===== src/verilog/tap_pkg.sv =====
/*
 * Constants for the boundary-scan test access port: state codes, instruction
 * codes, register widths and sampling figures.
 * Assumes a 50 MHz system clock that oversamples the test clock.
 */
package tap_pkg;

    localparam int IR_WIDTH    = 3;
    localparam int ID_WIDTH    = 32;
    localparam int BSR_WIDTH   = 8;

    localparam logic [2:0] INSTR_EXTEST  = 3'h0;
    localparam logic [2:0] INSTR_IDCODE  = 3'h1;
    localparam logic [2:0] INSTR_SAMPLE  = 3'h2;
    localparam logic [2:0] INSTR_CLAMP   = 3'h3;
    localparam logic [2:0] INSTR_HIGHZ   = 3'h4;
    localparam logic [2:0] INSTR_BYPASS  = 3'h7;

    // Capture-IR pattern, low two bits are binary 01
    localparam logic [2:0] IR_CAPTURE    = 3'h1;

    // Identification: revision, part, maker (values arbitrary), lsb one
    localparam logic [3:0]  ID_REVISION  = 4'h0;
    localparam logic [15:0] ID_PART      = 16'h0a5a;
    localparam logic [10:0] ID_MAKER     = 11'h123;

    localparam int SYNC_STAGES = 3;

    typedef enum logic [15:0] {
        ST_RESET      = 16'h0001,
        ST_IDLE       = 16'h0002,
        ST_SEL_DR     = 16'h0004,
        ST_CAP_DR     = 16'h0008,
        ST_SHIFT_DR   = 16'h0010,
        ST_EXIT1_DR   = 16'h0020,
        ST_PAUSE_DR   = 16'h0040,
        ST_EXIT2_DR   = 16'h0080,
        ST_UPD_DR     = 16'h0100,
        ST_SEL_IR     = 16'h0200,
        ST_CAP_IR     = 16'h0400,
        ST_SHIFT_IR   = 16'h0800,
        ST_EXIT1_IR   = 16'h1000,
        ST_PAUSE_IR   = 16'h2000,
        ST_EXIT2_IR   = 16'h4000,
        ST_UPD_IR     = 16'h8000
    } tap_state_e;

endpackage : tap_pkg


===== src/verilog/tap_controller.sv =====
/*
 * Boundary-scan test access port: sixteen-state controller, 3-bit instruction
 * register, bypass, identification and boundary-scan registers.
 * Assumes the test pins arrive asynchronously and the test clock is much
 * slower than clk; edges are found after synchronisation.
 */
// Contract
// - Controller samples mode select at each rising test clock edge.
// - Power-up lands in Test-Logic-Reset with identification instruction, normal function.
// - Run-Test-Idle holds instruction and data registers.
// - Select-DR-Scan goes to Capture-DR on low, Select-IR on high.
// - Capture-DR loads selected register if allowed; then Shift-DR or Exit1-DR.
// - Shift-DR moves selected register one stage toward serial out.
// - Exit1-DR goes Update-DR on high, Pause-DR on low.
// - Pause-DR holds; stays on low, Exit2-DR on high.
// - Exit2-DR goes Update-DR on high, Shift-DR on low.
// - Falling edge in Update-DR copies shift stages to parallel latches.
// - Select-IR goes Capture-IR on low, Test-Logic-Reset on high.
// - Capture-IR loads fixed pattern; then Exit1-IR high, Shift-IR low.
// - Shift-IR shifts instruction toward serial out; leaves to Exit1-IR on high.
// - Exit1-IR goes Pause-IR on low, Update-IR on high.
// - Pause-IR halts shifting; stays on low, Exit2-IR on high.
// - Exit2-IR with high goes to Update-IR.
// - Falling edge in Update-IR latches instruction; then Idle or Select-DR.
// - Instruction register three bits, shift stage plus latched output.
// - Boundary scan for codes 010 and 000; identification for 001.
// - Bypass bit for 111, 011, 100; bypass leaves function undisturbed.
// - Sample captures pins without disturbing function; shift loads new data.
// - Extest drives outputs from boundary latches, captures inputs.
// - Clamp drives outputs from boundary latches, bypass is serial path.
// - Highz floats all digital outputs, bypass is serial path.
// - Identification 32-bit, loads fixed code in Capture-DR, lsb one.
`timescale 1ns/1ps
module tap_controller
(
    // System
    input  wire logic                            clk,
    input  wire logic                            rst,
    // Test pins
    input  wire logic                            test_reset_n,
    input  wire logic                            test_clock,
    input  wire logic                            test_mode_select,
    input  wire logic                            test_serial_in,
    output logic                                 test_serial_out,
    output logic                                 test_serial_out_oe,
    // Functional side of the boundary cells
    input  wire logic [tap_pkg::BSR_WIDTH-1:0]   core_out,
    input  wire logic [tap_pkg::BSR_WIDTH-1:0]   core_oe,
    input  wire logic [tap_pkg::BSR_WIDTH-1:0]   pin_in,
    output logic      [tap_pkg::BSR_WIDTH-1:0]   pin_out,
    output logic      [tap_pkg::BSR_WIDTH-1:0]   pin_oe,
    // Controller status
    output logic                                 in_reset_state
);

    localparam int BW = tap_pkg::BSR_WIDTH;
    localparam logic [31:0] ID_CODE = {tap_pkg::ID_REVISION, tap_pkg::ID_PART, tap_pkg::ID_MAKER, 1'b1};

    typedef struct packed {
        tap_pkg::tap_state_e  tap;
        logic                 tck_prev;
        logic [2:0]           ir_shift;
        logic [2:0]           ir_latch;
        logic                 bypass;
        logic [31:0]          id_shift;
        logic [BW-1:0]        bs_shift;
        logic [BW-1:0]        bs_latch;
        logic [BW-1:0]        bs_oe_latch;
        logic                 tdo;
        logic                 tdo_oe;
        logic [BW-1:0]        pin_out;
        logic [BW-1:0]        pin_oe;
        logic                 in_reset;
    } tap_s;

    tap_s state_reg;
    tap_s state_next;

    logic tck_s;
    logic tms_s;
    logic tdi_s;
    logic trst_n_s;

    pin_sync u_sync_tck
    (
        .clk   (clk),
        .rst   (rst),
        .pin   (test_clock),
        .level (tck_s)
    );

    pin_sync u_sync_tms
    (
        .clk   (clk),
        .rst   (rst),
        .pin   (test_mode_select),
        .level (tms_s)
    );

    pin_sync u_sync_tdi
    (
        .clk   (clk),
        .rst   (rst),
        .pin   (test_serial_in),
        .level (tdi_s)
    );

    pin_sync u_sync_trst
    (
        .clk   (clk),
        .rst   (rst),
        .pin   (test_reset_n),
        .level (trst_n_s)
    );

    // Standard state graph step on one mode-select sample
    function automatic tap_pkg::tap_state_e next_tap(input tap_pkg::tap_state_e s, input logic m);
        tap_pkg::tap_state_e n;
        n = tap_pkg::ST_RESET;
        case (s)
            tap_pkg::ST_RESET:    n = m ? tap_pkg::ST_RESET   : tap_pkg::ST_IDLE;
            tap_pkg::ST_IDLE:     n = m ? tap_pkg::ST_SEL_DR  : tap_pkg::ST_IDLE;
            tap_pkg::ST_SEL_DR:   n = m ? tap_pkg::ST_SEL_IR  : tap_pkg::ST_CAP_DR;
            tap_pkg::ST_CAP_DR:   n = m ? tap_pkg::ST_EXIT1_DR : tap_pkg::ST_SHIFT_DR;
            tap_pkg::ST_SHIFT_DR: n = m ? tap_pkg::ST_EXIT1_DR : tap_pkg::ST_SHIFT_DR;
            tap_pkg::ST_EXIT1_DR: n = m ? tap_pkg::ST_UPD_DR  : tap_pkg::ST_PAUSE_DR;
            tap_pkg::ST_PAUSE_DR: n = m ? tap_pkg::ST_EXIT2_DR : tap_pkg::ST_PAUSE_DR;
            tap_pkg::ST_EXIT2_DR: n = m ? tap_pkg::ST_UPD_DR  : tap_pkg::ST_SHIFT_DR;
            tap_pkg::ST_UPD_DR:   n = m ? tap_pkg::ST_SEL_DR  : tap_pkg::ST_IDLE;
            tap_pkg::ST_SEL_IR:   n = m ? tap_pkg::ST_RESET   : tap_pkg::ST_CAP_IR;
            tap_pkg::ST_CAP_IR:   n = m ? tap_pkg::ST_EXIT1_IR : tap_pkg::ST_SHIFT_IR;
            tap_pkg::ST_SHIFT_IR: n = m ? tap_pkg::ST_EXIT1_IR : tap_pkg::ST_SHIFT_IR;
            tap_pkg::ST_EXIT1_IR: n = m ? tap_pkg::ST_UPD_IR  : tap_pkg::ST_PAUSE_IR;
            tap_pkg::ST_PAUSE_IR: n = m ? tap_pkg::ST_EXIT2_IR : tap_pkg::ST_PAUSE_IR;
            tap_pkg::ST_EXIT2_IR: n = m ? tap_pkg::ST_UPD_IR  : tap_pkg::ST_SHIFT_IR;
            tap_pkg::ST_UPD_IR:   n = m ? tap_pkg::ST_SEL_DR  : tap_pkg::ST_IDLE;
            default:              n = tap_pkg::ST_RESET;
        endcase
        return n;
    endfunction : next_tap

    function automatic logic sel_boundary(input logic [2:0] ir);
        return (ir == tap_pkg::INSTR_SAMPLE) || (ir == tap_pkg::INSTR_EXTEST);
    endfunction : sel_boundary

    logic rise;
    logic fall;

    assign rise = tck_s && !state_reg.tck_prev;
    assign fall = !tck_s && state_reg.tck_prev;

    always_comb
    begin
        state_next          = state_reg;
        state_next.tck_prev = tck_s;
        if (!trst_n_s)
        begin
            state_next.tap      = tap_pkg::ST_RESET;
            state_next.ir_latch = tap_pkg::INSTR_IDCODE;
            // Release serial out now; the test clock may be stopped
            state_next.tdo_oe   = 1'b0;
            state_next.tdo      = 1'b0;
        end
        else if (rise)
        begin
            // Registers act on the state being left; hold by omission
            case (state_reg.tap)
                tap_pkg::ST_CAP_DR:
                begin
                    if (sel_boundary(state_reg.ir_latch))
                    begin
                        state_next.bs_shift = pin_in;
                    end
                    else if (state_reg.ir_latch == tap_pkg::INSTR_IDCODE)
                    begin
                        state_next.id_shift = ID_CODE;
                    end
                    else
                    begin
                        state_next.bypass = 1'b0;
                    end
                end
                tap_pkg::ST_SHIFT_DR:
                begin
                    if (sel_boundary(state_reg.ir_latch))
                    begin
                        state_next.bs_shift = {tdi_s, state_reg.bs_shift[BW-1:1]};
                    end
                    else if (state_reg.ir_latch == tap_pkg::INSTR_IDCODE)
                    begin
                        state_next.id_shift = {tdi_s, state_reg.id_shift[31:1]};
                    end
                    else
                    begin
                        state_next.bypass = tdi_s;
                    end
                end
                tap_pkg::ST_CAP_IR:
                begin
                    state_next.ir_shift = tap_pkg::IR_CAPTURE;
                end
                tap_pkg::ST_SHIFT_IR:
                begin
                    state_next.ir_shift = {tdi_s, state_reg.ir_shift[2:1]};
                end
                default:
                begin
                    state_next.ir_shift = state_reg.ir_shift;
                end
            endcase
            state_next.tap = next_tap(state_reg.tap, tms_s);
            // Reset entry restores the default instruction with the state
            if (state_next.tap == tap_pkg::ST_RESET)
            begin
                state_next.ir_latch = tap_pkg::INSTR_IDCODE;
            end
        end
        else if (fall)
        begin
            case (state_reg.tap)
                tap_pkg::ST_UPD_DR:
                begin
                    if (sel_boundary(state_reg.ir_latch))
                    begin
                        state_next.bs_latch    = state_reg.bs_shift;
                        state_next.bs_oe_latch = {BW{1'b1}};
                    end
                end
                tap_pkg::ST_UPD_IR:
                begin
                    state_next.ir_latch = state_reg.ir_shift;
                end
                tap_pkg::ST_RESET:
                begin
                    state_next.ir_latch = tap_pkg::INSTR_IDCODE;
                end
                default:
                begin
                    state_next.ir_latch = state_reg.ir_latch;
                end
            endcase
            // Serial out updates on the falling edge
            state_next.tdo_oe = 1'b0;
            state_next.tdo    = 1'b0;
            if (state_reg.tap == tap_pkg::ST_SHIFT_IR)
            begin
                state_next.tdo_oe = 1'b1;
                state_next.tdo    = state_reg.ir_shift[0];
            end
            else if (state_reg.tap == tap_pkg::ST_SHIFT_DR)
            begin
                state_next.tdo_oe = 1'b1;
                if (sel_boundary(state_reg.ir_latch))
                begin
                    state_next.tdo = state_reg.bs_shift[0];
                end
                else if (state_reg.ir_latch == tap_pkg::INSTR_IDCODE)
                begin
                    state_next.tdo = state_reg.id_shift[0];
                end
                else
                begin
                    state_next.tdo = state_reg.bypass;
                end
            end
        end
        // Pin muxing follows the current instruction
        case (state_reg.ir_latch)
            tap_pkg::INSTR_EXTEST, tap_pkg::INSTR_CLAMP:
            begin
                state_next.pin_out = state_reg.bs_latch;
                state_next.pin_oe  = state_reg.bs_oe_latch;
            end
            tap_pkg::INSTR_HIGHZ:
            begin
                state_next.pin_out = '0;
                state_next.pin_oe  = '0;
            end
            default:
            begin
                state_next.pin_out = core_out;
                state_next.pin_oe  = core_oe;
            end
        endcase
        state_next.in_reset = (state_next.tap == tap_pkg::ST_RESET);
    end

    always_ff @(posedge clk)
    begin
        if (rst)
        begin
            state_reg          <= '0;
            state_reg.tap      <= tap_pkg::ST_RESET;
            state_reg.ir_latch <= tap_pkg::INSTR_IDCODE;
            state_reg.in_reset <= 1'b1;
        end
        else
        begin
            state_reg <= state_next;
        end
    end

    assign test_serial_out    = state_reg.tdo;
    assign test_serial_out_oe = state_reg.tdo_oe;
    assign pin_out            = state_reg.pin_out;
    assign pin_oe             = state_reg.pin_oe;
    assign in_reset_state     = state_reg.in_reset;

endmodule : tap_controller


===== src/verilog/pin_sync.sv =====
/*
 * Three-stage input synchroniser with agreement filter.
 * Assumes the input is asynchronous to clk; output changes when stages two
 * and three agree.
 */
`timescale 1ns/1ps
module pin_sync
(
    // System
    input  wire logic clk,
    input  wire logic rst,
    // Pin and clean level
    input  wire logic pin,
    output logic      level
);

    typedef struct packed {
        logic [2:0] stage;
        logic       level;
    } sync_s;

    sync_s state_reg;
    sync_s state_next;

    always_comb
    begin
        state_next       = state_reg;
        state_next.stage = {state_reg.stage[1:0], pin};
        if (state_reg.stage[1] == state_reg.stage[2])
        begin
            state_next.level = state_reg.stage[2];
        end
    end

    always_ff @(posedge clk)
    begin
        if (rst)
        begin
            state_reg <= '0;
        end
        else
        begin
            state_reg <= state_next;
        end
    end

    assign level = state_reg.level;

endmodule : pin_sync


===== config.mk =====
export PLATFORM = sky130hd
export DESIGN_NAME = tap_controller
export DESIGN_NICKNAME = d
export VERILOG_FILES = /design/src/verilog/tap_pkg.sv /design/src/verilog/tap_controller.sv /design/src/verilog/pin_sync.sv
export SDC_FILE = /design/constraint.sdc
export NUM_CORES = 1
export LEC_CHECK = 0
export BUFFER_PORTS_ARGS = -buffer_cell sky130_fd_sc_hd__buf_2
export CORE_AREA = 2 2 131 133
export DETAILED_ROUTE_END_ITERATION = 7
export DIE_AREA = 0 0 133 135
export HOLD_SLACK_MARGIN = 0.08
export SETUP_SLACK_MARGIN = 0.5
export SYNTH_ARGS = -nofsm -noshare
export SYNTH_HDL_FRONTEND = slang
export SYNTH_HIERARCHICAL = 1
export SYNTH_SLANG_ARGS = --single-unit

===== constraint.sdc =====
create_clock -name clk -period 4.9 [get_ports clk]
set_input_delay 0.735 -clock clk [delete_from_list [all_inputs] [get_ports clk]]
set_output_delay 0.735 -clock clk [all_outputs]
set_load 0.01 [all_outputs]

==> results_dict.tcl <==
set metrics [dict create \
    outcome "completed" \
    power_density_nw_per_um2 300 \
    crit_start "state_reg[95]" \
    fmax_ghz 0.320 \
    yosysUniqueCellTypes 54 \
    drt_iter0_markers 326 \
    critical_path_depth 8 \
    drt_wl_total_um 11000 \
    cp_slowest_stage_delay_ns 0.89 \
    rsz0062_at_grt "false" \
    cts.reportedPaths.clkPinSlew_ns 0.07 \
    wl_per_cell_um 13.6 \
    syn_area_sq_um 4880 \
    postSynthCellCount 580 \
    post-cts-setup-buffer-count 0 \
    cts_inserted_buffers 9 \
    cts.sinks 108 \
    overflow 0 \
    hold_viol_final 0 \
    crit_buf_inv 1 \
    r2r-end "state_reg[48]" \
    gp_congestion 0.911 \
    synth_warnings 6 \
    path_max_fanout 30 \
    setup_viol 0 \
    setup_slack_ns 1.77 \
    clk_latency_ns 0.35 \
    ios 49 \
    start_kind "flop" \
    drcViolationCount 0 \
    ctsHtreeMaxLevel 3 \
    cap_violations 0 \
    yosysTopAreaCellShare_pct 44.3 \
    p_leak_nw 1.89 \
    io_buffers 48 \
    worst_pin_slew_ns 1.13 \
    cp_slowest_cell "nor2_2" \
    grt_usage_pct 12.6 \
    criticalPathCategory "flop to flop" \
    slew_headroom_pct 24.7 \
    fin_hold_ws_ns 0.439 \
    path_common_cell "nor2_2" \
    nets 617 \
    n_antenna_cell 0 \
    drv_slew 0 \
    yosys.area.top_type "dfxtp_1" \
    cts_resized 0 \
    rows 47 \
    root_buffer "clkbuf_16" \
    reg2reg_slack_ns 1.77 \
    vias_per_cell 4.96 \
    path_cells "nor4_4 -> nand4b_2 -> nor2_2 -> nand2_2 -> nor2_2 -> buf_4 -> nand3_1 -> a21oi_1" \
    vias 4008 \
    cts_buffer_depth 2 \
    critPathCaptureType "flop" \
    syn_nets 613 \
    cp.required_ns 5.17 \
    grt_pass1_wl_um 18400 \
    min_period_ns 3.13 \
    synth_enable_flop_cells 0 \
    setup-tns-final_ns 0 \
    cp.arrival_ns 3.39 \
    die_y_um 135 \
    ys_top_cells_by_count "dfxtp_1 (108), nor2_1 (75), nand2_1 (60), a21oi_1 (45), nor3_1 (33)" \
    drt_pre_antenna_iters 5 \
    ys_seq_area_share_pct 44.3 \
    cts_hold_buf 0 \
    rr_startpoint "state_reg[95]" \
    grt_pass1_vias 3667 \
    finalCritPeriodShare_pct 63.8 \
    syn_avg_cell_area_sq_um 8.42 \
    antenna_found_initial 0 \
    start_util_pct 29.8 \
    die_x_um 133 \
    post-synth-top-count-cell "dfxtp_1" \
    cts_tree "built" \
    endpoint "state_reg[48]" \
    hpwl_um 7360 \
    dieArea_sq_um 18000 \
    largest_register_ffs 73 \
    fin_skew_ns 0.00580 \
    synth.area.top_cells "dfxtp_1 (44%), nor2_1 (5.8%), a21oi_1 (4.6%)" \
    synth_ff_type "dfxtp_1" \
    async_reset_ff_share_pct 0 \
    synth-seq-cells 108 \
    worst_path_dominant_cell_family "simple AND/OR/NAND/NOR gates" \
    peakVddDrop_v 0.000164 \
    rr_worst_depth 8 \
    grt_max_degree 54 \
    utilization_pct 32.9 \
    core_area_sq_um 16400 \
    min_path_type "flop to flop" \
    pre_cts_ws_ns 1.78 \
    area_delta_synth_final_pct 10.5 \
    drive_above_1_share_pct 13.9 \
    antenna_left 0 \
]
[report_power, final]
part	switching, mW	internal (mW)	total, mW
registers	0.00281	0.888	0.891
clock network	0.308	0.371	0.679
logic	0.0289	0.0212	0.0501
total	0.340	1.28	1.62
[cells by family after synthesis]
kind of cell,synth area share (%)
flip-flops,44.3
multiplexers,2.90
buffers and inverters,6.87
adder cells (fa/ha/maj),0.769
XOR/XNOR,1.97
AO/OA/AOI/OAI,16.4
AND/OR/NAND/NOR,26.8
[layer usage]
layer	global-route usage, %	up-vias	routed length, um
li1	-	2029	-
met1	17.6	1851	5460
met2	18.4	110	4680
met3	3.38	18	640
met4	4.78	0	183
met5	0	-	0
[stage by stage]
stage | power [mW] | cells | instance area [sq um]
after CTS | 1.65 | 808 | 5400
after global placement | 0.962 | 793 | 5120
after detailed placement | 0.962 | 793 | 5120
final | 1.62 | 808 | 5400
after floorplan | 0.945 | 580 | 4880
after global routing | 1.69 | 808 | 5400
[worst reg2reg max path: cells and delay by family (launching register included)]
family          cells  cell delay, ns
flops               1            0.44
compound gates      1            0.17
buf+inv             1            0.26
simple gates        6            2.17
[final cells by class]
cell class                 instances  area [sq um]
clock inverter                     1          7.51
tap                              220           275
clock buffer                      14           264
fill                            1739         11000
inverter                           8          30.0
sequential                       108          2160
multi-input combinational        405          2390
timing repair buffer              52           270
[layout by cell type, fill, tap and decap left out, types with 5 or more instances in the layout]
cell type	instances
xor2_1	9
a21oi_1	45
nand3b_1	5
a311oi_1	6
a211oi_1	20
mux2i_1	13
nor2_1	75
a22oi_1	15
nand2_1	60
o21ai_0	9
nand3_1	29
inv_1	8
buf_2	48
nor2b_1	16
dfxtp_1	108
clkbuf_16	9
nor3_1	33
[worst min-delay path by stage]
stage	slack, ns	cells past startpoint	start	endpoint
2_1_floorplan	0.41	1	u_sync_tck/state_next[2]	u_sync_tck/state_next[3]
3_3_place_gp	0.43	1	u_sync_tck/state_next[2]	u_sync_tck/state_next[3]
3_5_place_dp	0.43	1	u_sync_trst/state_next[2]	u_sync_trst/state_next[3]
4_1_cts	0.45	1	u_sync_trst/state_next[2]	u_sync_trst/state_next[3]
5_1_grt	0.46	1	u_sync_tdi/state_next[2]	u_sync_tdi/state_next[3]
6_report	0.44	1	u_sync_tdi/state_next[2]	u_sync_tdi/state_next[3]
No activity file was read; power rests on OpenSTA's default activity.
